**src/logic/charger_defs.svh**
```systemverilog
// Offsets, field positions, reset values and timing counts of the charger settings bank.
`ifndef CHARGER_DEFS_SVH
`define CHARGER_DEFS_SVH
// ----------------------------------------
// Register offsets
// ----------------------------------------
`define OFS_WD_CTRL 8'h01
`define OFS_PRE_TERM 8'h03
`define OFS_VCHG_TOP 8'h04
`define OFS_TERM_TMR 8'h05
`define OFS_INPUT_BST 8'h06
`define OFS_FAULT 8'h09
// ----------------------------------------
// Reset values
// ----------------------------------------
`define RST_PRE_TERM 8'h22
`define RST_VCHG_TOP 8'h58
`define RST_TERM_TMR 8'h9F
`define RST_INPUT_BST 8'h66
// ----------------------------------------
// Field positions
// ----------------------------------------
`define POS_PRE 4
`define POS_TERM 0
`define POS_VCHG 3
`define POS_TOP 1
`define POS_RECHG 0
`define POS_TERM_EN 7
`define POS_WD 4
`define POS_TMR_EN 3
`define POS_TMR 2
`define POS_THERM 1
`define POS_COLD 0
`define POS_OVP 6
`define POS_BOOST 4
`define POS_VIN 0
`define POS_RESTART 6
`define POS_WD_FAULT 7
// ----------------------------------------
// Decode figures
// ----------------------------------------
`define PRE_MAX_CODE 4'hC
`define CUR_STEP_MA 10'h03C
`define VCHG_MAX_CODE 5'h18
`define VCHG_SPECIAL_CODE 5'h0F
`define VCHG_BASE_MV 13'h0F08
`define VCHG_STEP_MV 13'h0020
`define VCHG_SPECIAL_MV 13'h10F8
`define VIN_BASE_MV 13'h0F3C
`define VIN_STEP_MV 13'h0064
// ----------------------------------------
// Timing
// ----------------------------------------
`define CLK_HZ 25000000
`define WD_TICK_TIME_S 1
`define WD_TICK_CYCLES (`CLK_HZ * `WD_TICK_TIME_S)
`define WD_PERIOD1_S 8'h28
`define WD_PERIOD2_S 8'h50
`define WD_PERIOD3_S 8'hA0
`endif

```
**src/logic/charger_pkg.sv**
```systemverilog
// Types shared by the charger settings bank.
package charger_pkg;
    typedef enum logic [2:0] {
        st_idle, st_addr, st_ptr, st_wdata, st_ack, st_read, st_rack
    } link_state_t;
endpackage : charger_pkg

```
**src/logic/charger_setting_decode.sv**
```systemverilog
// Turns the raw setting bytes into the physical targets used by the regulators.
`timescale 1ns/1ps
`include "charger_defs.svh"
module charger_setting_decode (
    input wire logic [7:0] i_pre_term,
    input wire logic [7:0] i_vchg_top,
    input wire logic [7:0] i_term_tmr,
    input wire logic [7:0] i_input_bst,
    output logic [9:0] o_precharge_ma,
    output logic [9:0] o_term_ma,
    output logic [12:0] o_charge_mv,
    output logic [5:0] o_topoff_min,
    output logic [7:0] o_recharge_mv,
    output logic [13:0] o_ovp_mv,
    output logic [12:0] o_boost_mv,
    output logic [12:0] o_vin_limit_mv
);
    logic [3:0] pre_code;
    logic [4:0] vchg_code;

    // Codes beyond the top step are clamped so a bad write cannot overdrive the cell.
    always_comb begin
        pre_code = i_pre_term[`POS_PRE+:4];
        if (pre_code > `PRE_MAX_CODE) begin
            pre_code = `PRE_MAX_CODE;
        end
        o_precharge_ma = `CUR_STEP_MA + 10'(pre_code) * `CUR_STEP_MA;
        o_term_ma = `CUR_STEP_MA + 10'(i_pre_term[`POS_TERM+:4]) * `CUR_STEP_MA;
        vchg_code = i_vchg_top[`POS_VCHG+:5];
        if (vchg_code > `VCHG_MAX_CODE) begin
            vchg_code = `VCHG_MAX_CODE;
        end
        if (vchg_code == `VCHG_SPECIAL_CODE) begin
            o_charge_mv = `VCHG_SPECIAL_MV;
        end else begin
            o_charge_mv = `VCHG_BASE_MV + 13'(vchg_code) * `VCHG_STEP_MV;
        end
        // Code 01 is undocumented; it is read as no extension.
        unique case (i_vchg_top[`POS_TOP+:2])
            2'h2: o_topoff_min = 6'h1E;
            2'h3: o_topoff_min = 6'h2D;
            default: o_topoff_min = 6'h00;
        endcase
        o_recharge_mv = i_vchg_top[`POS_RECHG] ? 8'hC8 : 8'h64;
        unique case (i_input_bst[`POS_OVP+:2])
            2'h0: o_ovp_mv = 14'h157C;
            2'h1: o_ovp_mv = 14'h1964;
            2'h2: o_ovp_mv = 14'h2904;
            default: o_ovp_mv = 14'h36B0;
        endcase
        unique case (i_input_bst[`POS_BOOST+:2])
            2'h0: o_boost_mv = 13'h12F2;
            2'h1: o_boost_mv = 13'h1388;
            2'h2: o_boost_mv = 13'h141E;
            default: o_boost_mv = 13'h14B4;
        endcase
        o_vin_limit_mv = `VIN_BASE_MV + 13'(i_input_bst[`POS_VIN+:4]) * `VIN_STEP_MV;
    end
endmodule : charger_setting_decode

```
**src/logic/host_watchdog.sv**
```systemverilog
// Host watchdog: counts whole seconds and flags an expiry when the host stays silent.
`timescale 1ns/1ps
`include "charger_defs.svh"
module host_watchdog #(
    parameter int TICK_CYCLES = `WD_TICK_CYCLES
) (
    input wire logic i_clk,
    input wire logic i_rst_n,
    input wire logic [1:0] i_period_code,
    input wire logic i_restart,
    output logic o_expire
);
    typedef struct packed {
        logic [31:0] tick;
        logic [7:0] secs;
        logic expire;
    } wd_state_t;

    wd_state_t s_r;
    wd_state_t s_nxt;
    logic [7:0] period_s;

    if (TICK_CYCLES < 1) begin : g_chk
        $error("TICK_CYCLES must be at least one");
    end

    // Period in seconds; zero means the watchdog is off.
    always_comb begin
        unique case (i_period_code)
            2'h0: period_s = 8'h00;
            2'h1: period_s = `WD_PERIOD1_S;
            2'h2: period_s = `WD_PERIOD2_S;
            default: period_s = `WD_PERIOD3_S;
        endcase
    end

    // A restart or a disabled period clears both counters.
    always_comb begin
        s_nxt = s_r;
        s_nxt.expire = 1'b0;
        if (i_restart || period_s == 8'h00) begin
            s_nxt.tick = 32'h0;
            s_nxt.secs = 8'h00;
        end else if (s_r.tick >= 32'(TICK_CYCLES - 1)) begin
            s_nxt.tick = 32'h0;
            // Compare with >= so that shortening the period mid-run still expires.
            if (s_r.secs + 8'h01 >= period_s) begin
                s_nxt.secs = 8'h00;
                s_nxt.expire = 1'b1;
            end else begin
                s_nxt.secs = s_r.secs + 8'h01;
            end
        end else begin
            s_nxt.tick = s_r.tick + 32'h1;
        end
    end

    always_ff @(posedge i_clk or negedge i_rst_n) begin
        if (!i_rst_n) begin
            s_r <= '0;
        end else begin
            s_r <= s_nxt;
        end
    end

    assign o_expire = s_r.expire;
endmodule : host_watchdog

```
**src/logic/charger_config_registers.sv**
```systemverilog
// Charger settings bank reached over the two-wire serial bus, with host watchdog.
// ----------------------------------------
// ----------------------------------------
`timescale 1ns/1ps
`include "charger_defs.svh"
module charger_config_registers #(
    parameter logic [6:0] DEV_ADDR = 7'h2A, // Arbitrary value.
    parameter int TICK_CYCLES = `WD_TICK_CYCLES
) (
    input wire logic i_core_clk,
    input wire logic i_nrst,
    input wire logic i_scl,
    input wire logic i_sda,
    input wire logic i_reg_reset,
    output logic o_sda_out,
    output logic o_sda_oe,
    output logic [9:0] o_precharge_ma,
    output logic [9:0] o_term_ma,
    output logic [12:0] o_charge_mv,
    output logic [5:0] o_topoff_min,
    output logic [7:0] o_recharge_mv,
    output logic o_term_enable,
    output logic o_safety_timer_enable,
    output logic [3:0] o_safety_timer_hours,
    output logic o_thermal_limit_select,
    output logic o_cold_current_scale,
    output logic [13:0] o_ovp_mv,
    output logic [12:0] o_boost_mv,
    output logic [12:0] o_vin_limit_mv,
    output logic o_watchdog_fault
);
    // ----------------------------------------
    // State
    // ----------------------------------------
    typedef struct packed {
        charger_pkg::link_state_t st;
        charger_pkg::link_state_t after;
        logic [3:0] cnt;
        logic [7:0] sh;
        logic [7:0] ptr;
        logic sda_oe;
        logic scl_s1;
        logic scl_s2;
        logic scl_d;
        logic sda_s1;
        logic sda_s2;
        logic sda_d;
        logic [7:0] pre_term;
        logic [7:0] vchg_top;
        logic [7:0] term_tmr;
        logic [7:0] input_bst;
        logic restart;
        logic fault;
        logic [9:0] precharge_ma;
        logic [9:0] term_ma;
        logic [12:0] charge_mv;
        logic [5:0] topoff_min;
        logic [7:0] recharge_mv;
        logic [13:0] ovp_mv;
        logic [12:0] boost_mv;
        logic [12:0] vin_limit_mv;
    } top_state_t;

    top_state_t s_r;
    top_state_t s_nxt;
    logic rst_meta_r;
    logic rst_n_r;
    logic expire;
    logic scl_rise;
    logic scl_fall;
    logic start_seen;
    logic stop_seen;
    logic [9:0] dec_pre_ma;
    logic [9:0] dec_term_ma;
    logic [12:0] dec_charge_mv;
    logic [5:0] dec_topoff_min;
    logic [7:0] dec_recharge_mv;
    logic [13:0] dec_ovp_mv;
    logic [12:0] dec_boost_mv;
    logic [12:0] dec_vin_mv;

    // ----------------------------------------
    // Helpers
    // ----------------------------------------
    // Read view of the map; unmapped offsets read as zero.
    function automatic logic [7:0] read_byte(input top_state_t s);
        logic [7:0] v;
        v = 8'h00;
        unique case (s.ptr)
            `OFS_WD_CTRL: v[`POS_RESTART] = s.restart;
            `OFS_PRE_TERM: v = s.pre_term;
            `OFS_VCHG_TOP: v = s.vchg_top;
            `OFS_TERM_TMR: v = s.term_tmr;
            `OFS_INPUT_BST: v = s.input_bst;
            `OFS_FAULT: v[`POS_WD_FAULT] = s.fault;
            default: v = 8'h00;
        endcase
        return v;
    endfunction : read_byte

    // ----------------------------------------
    // Reset release
    // ----------------------------------------
    // The reset is released through two flops so every flop leaves reset on one edge.
    always_ff @(posedge i_core_clk or negedge i_nrst) begin
        if (!i_nrst) begin
            rst_meta_r <= 1'b0;
            rst_n_r <= 1'b0;
        end else begin
            rst_meta_r <= 1'b1;
            rst_n_r <= rst_meta_r;
        end
    end

    // ----------------------------------------
    // Submodules
    // ----------------------------------------
    host_watchdog #(
        .TICK_CYCLES(TICK_CYCLES)
    ) u_watchdog (
        .i_clk(i_core_clk),
        .i_rst_n(rst_n_r),
        .i_period_code(s_r.term_tmr[`POS_WD+:2]),
        .i_restart(s_r.restart),
        .o_expire(expire)
    );

    charger_setting_decode u_decode (
        .i_pre_term(s_r.pre_term),
        .i_vchg_top(s_r.vchg_top),
        .i_term_tmr(s_r.term_tmr),
        .i_input_bst(s_r.input_bst),
        .o_precharge_ma(dec_pre_ma),
        .o_term_ma(dec_term_ma),
        .o_charge_mv(dec_charge_mv),
        .o_topoff_min(dec_topoff_min),
        .o_recharge_mv(dec_recharge_mv),
        .o_ovp_mv(dec_ovp_mv),
        .o_boost_mv(dec_boost_mv),
        .o_vin_limit_mv(dec_vin_mv)
    );

    // Bus events come only from the second synchroniser stage and its delayed copy.
    assign scl_rise = s_r.scl_s2 & ~s_r.scl_d;
    assign scl_fall = ~s_r.scl_s2 & s_r.scl_d;
    assign start_seen = s_r.scl_s2 & s_r.scl_d & ~s_r.sda_s2 & s_r.sda_d;
    assign stop_seen = s_r.scl_s2 & s_r.scl_d & s_r.sda_s2 & ~s_r.sda_d;

    // ----------------------------------------
    // Next state
    // ----------------------------------------
    always_comb begin
        s_nxt = s_r;
        s_nxt.scl_s1 = i_scl;
        s_nxt.scl_s2 = s_r.scl_s1;
        s_nxt.scl_d = s_r.scl_s2;
        s_nxt.sda_s1 = i_sda;
        s_nxt.sda_s2 = s_r.sda_s1;
        s_nxt.sda_d = s_r.sda_s2;
        // The watchdog samples the restart bit once, so it is dropped a cycle later.
        s_nxt.restart = 1'b0;

        // Serial bus target; start and stop override any byte in flight.
        if (start_seen) begin
            s_nxt.st = charger_pkg::st_addr;
            s_nxt.cnt = 4'h0;
            s_nxt.sda_oe = 1'b0;
        end else if (stop_seen) begin
            s_nxt.st = charger_pkg::st_idle;
            s_nxt.sda_oe = 1'b0;
        end else if (scl_rise) begin
            unique case (s_r.st)
                charger_pkg::st_addr, charger_pkg::st_ptr, charger_pkg::st_wdata: begin
                    s_nxt.sh = {s_r.sh[6:0], s_r.sda_s2};
                    s_nxt.cnt = s_r.cnt + 4'h1;
                end
                charger_pkg::st_rack: begin
                    // A not-acknowledge ends the read burst.
                    if (s_r.sda_s2) begin
                        s_nxt.st = charger_pkg::st_idle;
                    end
                end
                default: begin
                end
            endcase
        end else if (scl_fall) begin
            unique case (s_r.st)
                charger_pkg::st_addr: begin
                    if (s_r.cnt == 4'h8) begin
                        s_nxt.cnt = 4'h0;
                        if (s_r.sh[7:1] == DEV_ADDR) begin
                            s_nxt.sda_oe = 1'b1;
                            s_nxt.st = charger_pkg::st_ack;
                            s_nxt.after = s_r.sh[0] ? charger_pkg::st_read : charger_pkg::st_ptr;
                        end else begin
                            s_nxt.st = charger_pkg::st_idle;
                        end
                    end
                end
                charger_pkg::st_ptr: begin
                    if (s_r.cnt == 4'h8) begin
                        s_nxt.cnt = 4'h0;
                        s_nxt.ptr = s_r.sh;
                        s_nxt.sda_oe = 1'b1;
                        s_nxt.st = charger_pkg::st_ack;
                        s_nxt.after = charger_pkg::st_wdata;
                    end
                end
                charger_pkg::st_wdata: begin
                    if (s_r.cnt == 4'h8) begin
                        s_nxt.cnt = 4'h0;
                        s_nxt.ptr = s_r.ptr + 8'h01;
                        s_nxt.sda_oe = 1'b1;
                        s_nxt.st = charger_pkg::st_ack;
                        s_nxt.after = charger_pkg::st_wdata;
                        unique case (s_r.ptr)
                            `OFS_WD_CTRL: s_nxt.restart = s_r.sh[`POS_RESTART];
                            `OFS_PRE_TERM: s_nxt.pre_term = s_r.sh;
                            `OFS_VCHG_TOP: s_nxt.vchg_top = s_r.sh;
                            `OFS_TERM_TMR: s_nxt.term_tmr = s_r.sh;
                            `OFS_INPUT_BST: s_nxt.input_bst = s_r.sh;
                            default: begin
                            end
                        endcase
                    end
                end
                charger_pkg::st_ack, charger_pkg::st_rack: begin
                    s_nxt.sda_oe = 1'b0;
                    s_nxt.st = (s_r.st == charger_pkg::st_rack) ? charger_pkg::st_read
                                                                  : s_r.after;
                    if (s_r.st == charger_pkg::st_rack || s_r.after == charger_pkg::st_read) begin
                        // Load the byte and present its top bit at once.
                        s_nxt.sh = read_byte(s_r) << 1;
                        s_nxt.sda_oe = read_byte(s_r) < 8'h80;
                        s_nxt.cnt = 4'h1;
                        s_nxt.ptr = s_r.ptr + 8'h01;
                        if (s_r.ptr == `OFS_FAULT) begin
                            s_nxt.fault = 1'b0;
                        end
                    end
                end
                charger_pkg::st_read: begin
                    if (s_r.cnt == 4'h8) begin
                        s_nxt.sda_oe = 1'b0;
                        s_nxt.st = charger_pkg::st_rack;
                    end else begin
                        s_nxt.sda_oe = ~s_r.sh[7];
                        s_nxt.sh = {s_r.sh[6:0], 1'b0};
                        s_nxt.cnt = s_r.cnt + 4'h1;
                    end
                end
                default: begin
                end
            endcase
        end

        // A restore wins over a host write landing in the same cycle.
        if (i_reg_reset || expire) begin
            s_nxt.pre_term = `RST_PRE_TERM;
            s_nxt.vchg_top = `RST_VCHG_TOP;
            s_nxt.term_tmr = `RST_TERM_TMR;
            s_nxt.restart = 1'b0;
        end
        // The input protection byte is only restored by a register reset.
        if (i_reg_reset) begin
            s_nxt.input_bst = `RST_INPUT_BST;
        end
        // Expiry is set after the read clear, so a coincident expiry is kept.
        if (expire) begin
            s_nxt.fault = 1'b1;
        end

        // Decoded targets from the decode module are registered so each of their outputs leaves a flop.
        s_nxt.precharge_ma = dec_pre_ma;
        s_nxt.term_ma = dec_term_ma;
        s_nxt.charge_mv = dec_charge_mv;
        s_nxt.topoff_min = dec_topoff_min;
        s_nxt.recharge_mv = dec_recharge_mv;
        s_nxt.ovp_mv = dec_ovp_mv;
        s_nxt.boost_mv = dec_boost_mv;
        s_nxt.vin_limit_mv = dec_vin_mv;
    end

    // ----------------------------------------
    // State register
    // ----------------------------------------
    // Bus lines reset high so that release is not mistaken for a start.
    always_ff @(posedge i_core_clk or negedge rst_n_r) begin
        if (!rst_n_r) begin
            s_r <= '0;
            s_r.st <= charger_pkg::st_idle;
            s_r.after <= charger_pkg::st_idle;
            s_r.scl_s1 <= 1'b1;
            s_r.scl_s2 <= 1'b1;
            s_r.scl_d <= 1'b1;
            s_r.sda_s1 <= 1'b1;
            s_r.sda_s2 <= 1'b1;
            s_r.sda_d <= 1'b1;
            s_r.pre_term <= `RST_PRE_TERM;
            s_r.vchg_top <= `RST_VCHG_TOP;
            s_r.term_tmr <= `RST_TERM_TMR;
            s_r.input_bst <= `RST_INPUT_BST;
        end else begin
            s_r <= s_nxt;
        end
    end

    // ----------------------------------------
    // Outputs
    // ----------------------------------------
    assign o_sda_out = 1'b0; // Open drain: only ever pulls low.
    assign o_sda_oe = s_r.sda_oe;
    assign o_precharge_ma = s_r.precharge_ma;
    assign o_term_ma = s_r.term_ma;
    assign o_charge_mv = s_r.charge_mv;
    assign o_topoff_min = s_r.topoff_min;
    assign o_recharge_mv = s_r.recharge_mv;
    assign o_term_enable = s_r.term_tmr[`POS_TERM_EN];
    assign o_safety_timer_enable = s_r.term_tmr[`POS_TMR_EN];
    assign o_safety_timer_hours = s_r.term_tmr[`POS_TMR] ? 4'hA : 4'h5;
    assign o_thermal_limit_select = s_r.term_tmr[`POS_THERM];
    assign o_cold_current_scale = s_r.term_tmr[`POS_COLD];
    assign o_ovp_mv = s_r.ovp_mv;
    assign o_boost_mv = s_r.boost_mv;
    assign o_vin_limit_mv = s_r.vin_limit_mv;
    assign o_watchdog_fault = s_r.fault;
endmodule : charger_config_registers

```
**config.mk**
```make
export PLATFORM = sky130hd
export DESIGN_NAME = charger_config_registers
export DESIGN_NICKNAME = d
export VERILOG_FILES = /design/src/logic/charger_pkg.sv /design/src/logic/charger_setting_decode.sv /design/src/logic/host_watchdog.sv /design/src/logic/charger_config_registers.sv
export VERILOG_INCLUDE_DIRS = /design/src /design/src/logic
export SDC_FILE = /design/constraint.sdc
export NUM_CORES = 1
export LEC_CHECK = 0
export ABC_AREA = 1
export ABC_CLOCK_PERIOD_IN_PS = 5200
export BUFFER_PORTS_ARGS = -buffer_cell sky130_fd_sc_hd__buf_2
export CAP_MARGIN = 15
export CORE_MARGIN = 2
export CORE_UTILIZATION = 54
export CTS_CLUSTER_SIZE = 12
export DETAILED_ROUTE_END_ITERATION = 8
export PLACE_DENSITY = 0.84
export SETUP_SLACK_MARGIN = 0.05
export SLEW_MARGIN = 20
export SYNTH_ARGS = -nofsm -noshare
export SYNTH_HDL_FRONTEND = slang
export SYNTH_SLANG_ARGS = --single-unit
```
**constraint.sdc**
```tcl
create_clock -name i_core_clk -period 5.2 [get_ports i_core_clk]
set_clock_uncertainty 0.15 [all_clocks]
set_input_delay 0.78 -clock i_core_clk [delete_from_list [all_inputs] [get_ports i_core_clk]]
set_output_delay 0.78 -clock i_core_clk [all_outputs]
set_load 0.005 [all_outputs]
```
### Yosys cells after proc, flatten, opt, wreduce, memory -nomap -nowiden

Index checks and enable logic that the tools add are counted.

| storage, ports and cells | value |
|---|---|
| memories | 0 |
| bits in writable memories | 0 |
| output and inout port bits | 98 |
| bits in registers | 197 |
| ROM bits | 0 |
| bits of input ports | 5 |
| latch bits | 0 |

| operators by class | value |
|---|---|
| reductions and logical operators | 46 |
| shift-type cells | 0 |
| order comparisons | 5 |
| muxes and demuxes | 109 |
| add/subtract/negate cells | 8 |
| div/mod/pow operators | 0 |
| bitwise gates (word level) | 15 |
| $mul | 3 |
| equal/unequal tests | 56 |

Operators by type and width:

| kind | count |
|---|---|
| $mux 34 | 4 |
| $mux 9 | 12 |
| $mux 21 | 5 |
| $mux 10 | 10 |
| $mux 33 | 2 |
| $reduce_and 7->1 | 9 |
| $mux 12 | 5 |
| $mux 8 | 7 |
| $pmux 8 s3 | 2 |
| $pmux 14 s3 | 1 |
| $mux 40 | 1 |
| $mux 6 | 6 |
| $pmux 11 s3 | 1 |
| $add 32x1->32 const B | 1 |
| $ge 32x25->1 const B | 1 |
| $mux 32 | 1 |
| $reduce_bool 2->1 | 16 |
| $mux 3 | 10 |
| $ne 6x6->1 const B | 5 |
| $ne 4x4->1 const B | 7 |
| $mux 27 | 1 |
| $mux 1 | 25 |
| $eq 8x3->1 const B | 3 |
| $mux 24 | 1 |
| other kinds (52) | 106 |

### Logic depth before layout (Yosys ltp)

| depth | value |
|---|---|
| word-level depth | 19 |
| mapped depth | 13 |
| gate-level depth less buffers | 13 |

### Modules after synthesis

Synthesis repeated with hierarchy kept, for this count alone.

| unflattened totals | value |
|---|---|
| cells, all modules | 1235 |
| area, all modules | 10965.5 µm² |

Modules (own cells, without submodules):

| module | sequential area each (µm²) | cells an instance | instances | area an instance (µm²) |
|---|---|---|---|---|
| charger_config_registers | 3930.0 | 698 | 1 | 6884.1 |
| host_watchdog | 1026.0 | 299 | 1 | 2441.1 |
| charger_setting_decode | 0.0 | 238 | 1 | 1640.3 |

### Worst setup path after synthesis

OpenSTA, ideal clock, no wires.

| timing path | value |
|---|---|
| path kind | reg-to-reg |
| start point | reg s_r[114] in the netlist's numbering |
| end point | reg s_r (netlist bit o_term_ma[9]) |
| library setup time | 123 ps |
| arrival | 2579 ps |
| cell stages (with the launch flop) | 12 |
| slack | 2348 ps |
| cells stage by stage | dfstp_2 > inv_1 > fa_1 > inv_1 > ha_1 > ha_1 > a21oi_1 > nand2_1 > xor2_1 > nand2_1 > o21ai_0 > nand2_1 |

| on the way | value |
|---|---|
| longest elaborated chain between the ends | 2 |

RTL lines:

| what | RTL line | source |
|---|---|---|
| from (decl) | charger_config_registers.sv:64 | `top_state_t s_r;` |
| from (signal assigned) | charger_config_registers.sv:304 | `s_r <= s_nxt;` |
| $mul 4x4->8 (no line) | -- |  |
| $add 6x10->10 (no line) | -- |  |
| net dec_term_ma[9] | charger_config_registers.sv:74 | `logic [9:0] dec_term_ma;` |

The timed path passes the listed nets, and every way through them passes these cells.
A chain may end at the register's enable or synchronous reset.

### Worst setup path after layout

Same ends and word-level chain as after synthesis.

==> reports/metrics.yaml <==
run_status:
  status: "completed"
die:
  ioPinCount: 103
  rows: 49
  die_y_um: 139
  start_util: 0.551
  core_area_mm2: 0.0180
  die_x_um: 139
  die_area_mm2: 0.0194
finish:
  nNetsFinal: 1263
  drive_gt1_frac: 0.176
  fillers: 1502
  multi_input_area_mm2: 0.00438
  seq_area_mm2: 0.00423
  area_delta_synth_final_pct: 6.75
  num_antenna_cells: 0
critical_path:
  slowest_delay_ns: 0.56
  cp.required_ns: 5.37
  critPathSlowestCell: "dfstp_2"
  endpoint_kind: "register"
  r2r_start: "s_r[114]"
  path_class: "reg -> reg"
  start_kind: "register"
  cp_cell_sequence: "inv_1 > fa_1 > inv_1 > ha_1 > ha_1 > a21oi_1 > nand2_1 > xor2_1 > nand2_1 > o21ai_0 > nand2_1"
  crit_fanout: 5
  critPathLaunch: "s_r[114]"
  crit_top_cell: "nand2_1"
  arrival_ns: 3.32
  r2r_slack_ns: 2.05
  critPathTopFamily: "adder cells"
  cp.buffers_inverters: 2
global_routing:
  grt_max_degree: 167
  grt_pass1_wl_mm: 34.4
  antenna_found_initial: 0
  grt_pass1_vias: 7099
  overflow: 0
  grt_usage: 0.217
clocking:
  numCtsBuffers: 17
  cts_buffer_depth: 2
  insertion_delay_ns: 0.43
  cts.sinks: 168
  hold_buffers: 1
  cts_htree_levels: 4
  tritoncts: "built"
  cts_root_buf: "clkbuf_16"
  clk_pin_slew_ns: 0.07
  cts_resized: 0
  cts_setup_buffers: 0
power_and_ir_drop:
  power.share.sequential: 0.479
  swShare: 0.286
  total_power_uw: 3030
  vdd_drop_max_mv: 0.253
  p_comb_frac: 0.110
  power.leakage_uw: 0.00531
  p_int_uw: 2160
  pwr-share-clk: 0.411
  p_sw_uw: 867
  power_density_mw_per_mm2: 287
sta:
  layout_setup_ws_ns: 2.05
  period_share: 0.606
  hold_ws_ns: 0.205
  final-hold-violation-count: 0
  fin_crit_ns: 3.15
  worst_pin_slew_ns: 0.856
  slew-limit-headroom: 0.430
  drv_slew: 0
  rsz0062_at_grt: "false"
  tns_ns: 0
  max_freq_ghz: 0.317
  setup_viol: 0
routing:
  drc: 0
  vias: 7474
  wirelength_mm: 20.7
  via_per_inst: 5.20
  dr.first_iter.drc_count: 471
  ant_nets: 0
  dr.pass1.iters: 6
  wire_per_inst_um: 14.4
yosys:
  synth.distinct_cells: 52
  ys_seq_elements: 168
  yosys-top-cells-area: "dfrtp_1, nand2_1, buf_4, ha_1, inv_1"
  yosysWarnings: 0
  async_reset_ff_frac: 1.00
  synth-edff-count: 0
  yosysTopAreaCell: "dfrtp_1"
  synthFlopType: "dfrtp_1"
  netlist.area_leader.share: 0.372
  synth_area_mm2: 0.00990
  avgSynthCellArea_um2: 8.48
  postSynthCellCount: 1167
  yosysSeqAreaShare: 0.427
placement:
  gp_congestion: 0.910
  pre_cts_ws_ns: 2.07
  port_buffers: 85
  place_hpwl_mm: 15.2
min_path:
  hp-class: "reg -> reg"
  worst_hold_startpoint: "rst_meta_r"
flow_run:
  drv_cap: 0
[power groups by stage]
stage / sequential [uW] / combinational (uW) / clock (uW)
6_report: 1450 / 335 / 1240
5_1_grt: 1460 / 376 / 1320
4_1_cts: 1450 / 335 / 1270
3_5_place_dp: 1470 / 331 / 0
3_3_place_gp: 1470 / 323 / 0
2_1_floorplan: 1470 / 254 / 0
[cell families after synthesis]
family	count (synthesis)	synth area share
adder cells (fa/ha/maj)	62	0.0829
AO/OA/AOI/OAI	104	0.0612
XOR/XNOR	37	0.0327
buffers and inverters	266	0.139
other	2	0.000759
AND/OR/NAND/NOR	528	0.256
flip-flops	168	0.427
[metal layers]
metal,track usage,wire (um)
met2,0.359,10300
met3,0.0354,1110
met5,0,0
met1,0.291,8900
met4,0.0776,430
[final timing paths]
kind,end,depth (start not counted)
worst max-delay path,o_term_ma[9],11
min in group asynchronous,s_r[150],1
worst min-delay path,rst_n_r,0
worst min register to register,rst_n_r,0
max in group asynchronous,o_charge_mv[11],1
worst max register to register,o_term_ma[9],11
[registers in the layout, summed over array words and instances (netlist names), 2 cells and up]
register        cells
s_r                57
u_watchdog.s_r     40
o_vin_limit_mv     11
o_boost_mv          9
o_charge_mv         9
o_ovp_mv            8
o_precharge_ma      8
o_term_ma           8
s_nxt               4
o_topoff_min        3
o_recharge_mv       2
[worst register-to-register path: cells and delay by family (launching register included)]
family / cells / cell delay (ns)
AO/OA/AOI/OAI: 2 / 0.38
XOR/XNOR: 1 / 0.27
adder cells (fa/ha/maj): 3 / 1.22
buffers and inverters: 2 / 0.18
flip-flops: 1 / 0.56
AND/OR/NAND/NOR: 3 / 0.27
[Yosys cell counts (2+ instances only)]
library cell / instances
buf_2: 2
nand3b_1: 3
o21bai_1: 2
nor3_1: 26
nand2_4: 2
inv_2: 11
nand3_4: 3
nor3b_1: 3
nor2_4: 8
nor2_2: 11
xnor2_1: 12
fa_1: 6
a31oi_1: 6
ha_1: 56
inv_4: 3
nand3_1: 61
conb_1: 2
nor2_1: 123
o211ai_1: 2
dfstp_2: 21
or2_2: 3
nand2_1: 230
o22ai_1: 7
clkinv_2: 3
nand3_2: 6
buf_4: 94
o21ai_1: 20
clkbuf_1: 3
inv_1: 148
nor2_8: 6
nand4_1: 28
xor2_1: 25
dfrtp_1: 147
a21oi_1: 16
buf_6: 2
o21ai_0: 38
nand2_2: 11
a22oi_1: 3
[metrics by stage]
stage	instances	cell area, um2	utilization
after CTS	1438	10600	0.588
after detailed placement	1405	9980	0.555
after global routing	1438	10600	0.588
after floorplan	1191	9990	-
final	1438	10600	0.588
after global placement	1405	9980	0.555
[layout make-up]
class                           instances  share of cell area
Clock inverter                         15              0.0148
Tap cell                              229              0.0271
Inverter                              165              0.0597
Timing Repair Buffer                   87              0.0431
Sequential cell                       168               0.401
Clock buffer                           17              0.0403
Multi-Input combinational cell        757               0.414
[cell usage in the layout, fill, tap and decap left out, types with 8 or more instances in the layout]
master and instances:
buf_2 85, nand2_1 230, nand4_1 28, conb_1 26
inv_1 148, inv_2 11, nor3_1 26, o21ai_1 20
o21ai_0 38, nor2_1 123, a21oi_1 16, xnor2_1 12
dfstp_2 21, nand2_2 11, nor2_4 8, dfrtp_1 146
clkbuf_16 17, nor2_2 11, ha_1 56, nand3_1 61
xor2_1 25
Power figures use the tool's default switching activity.
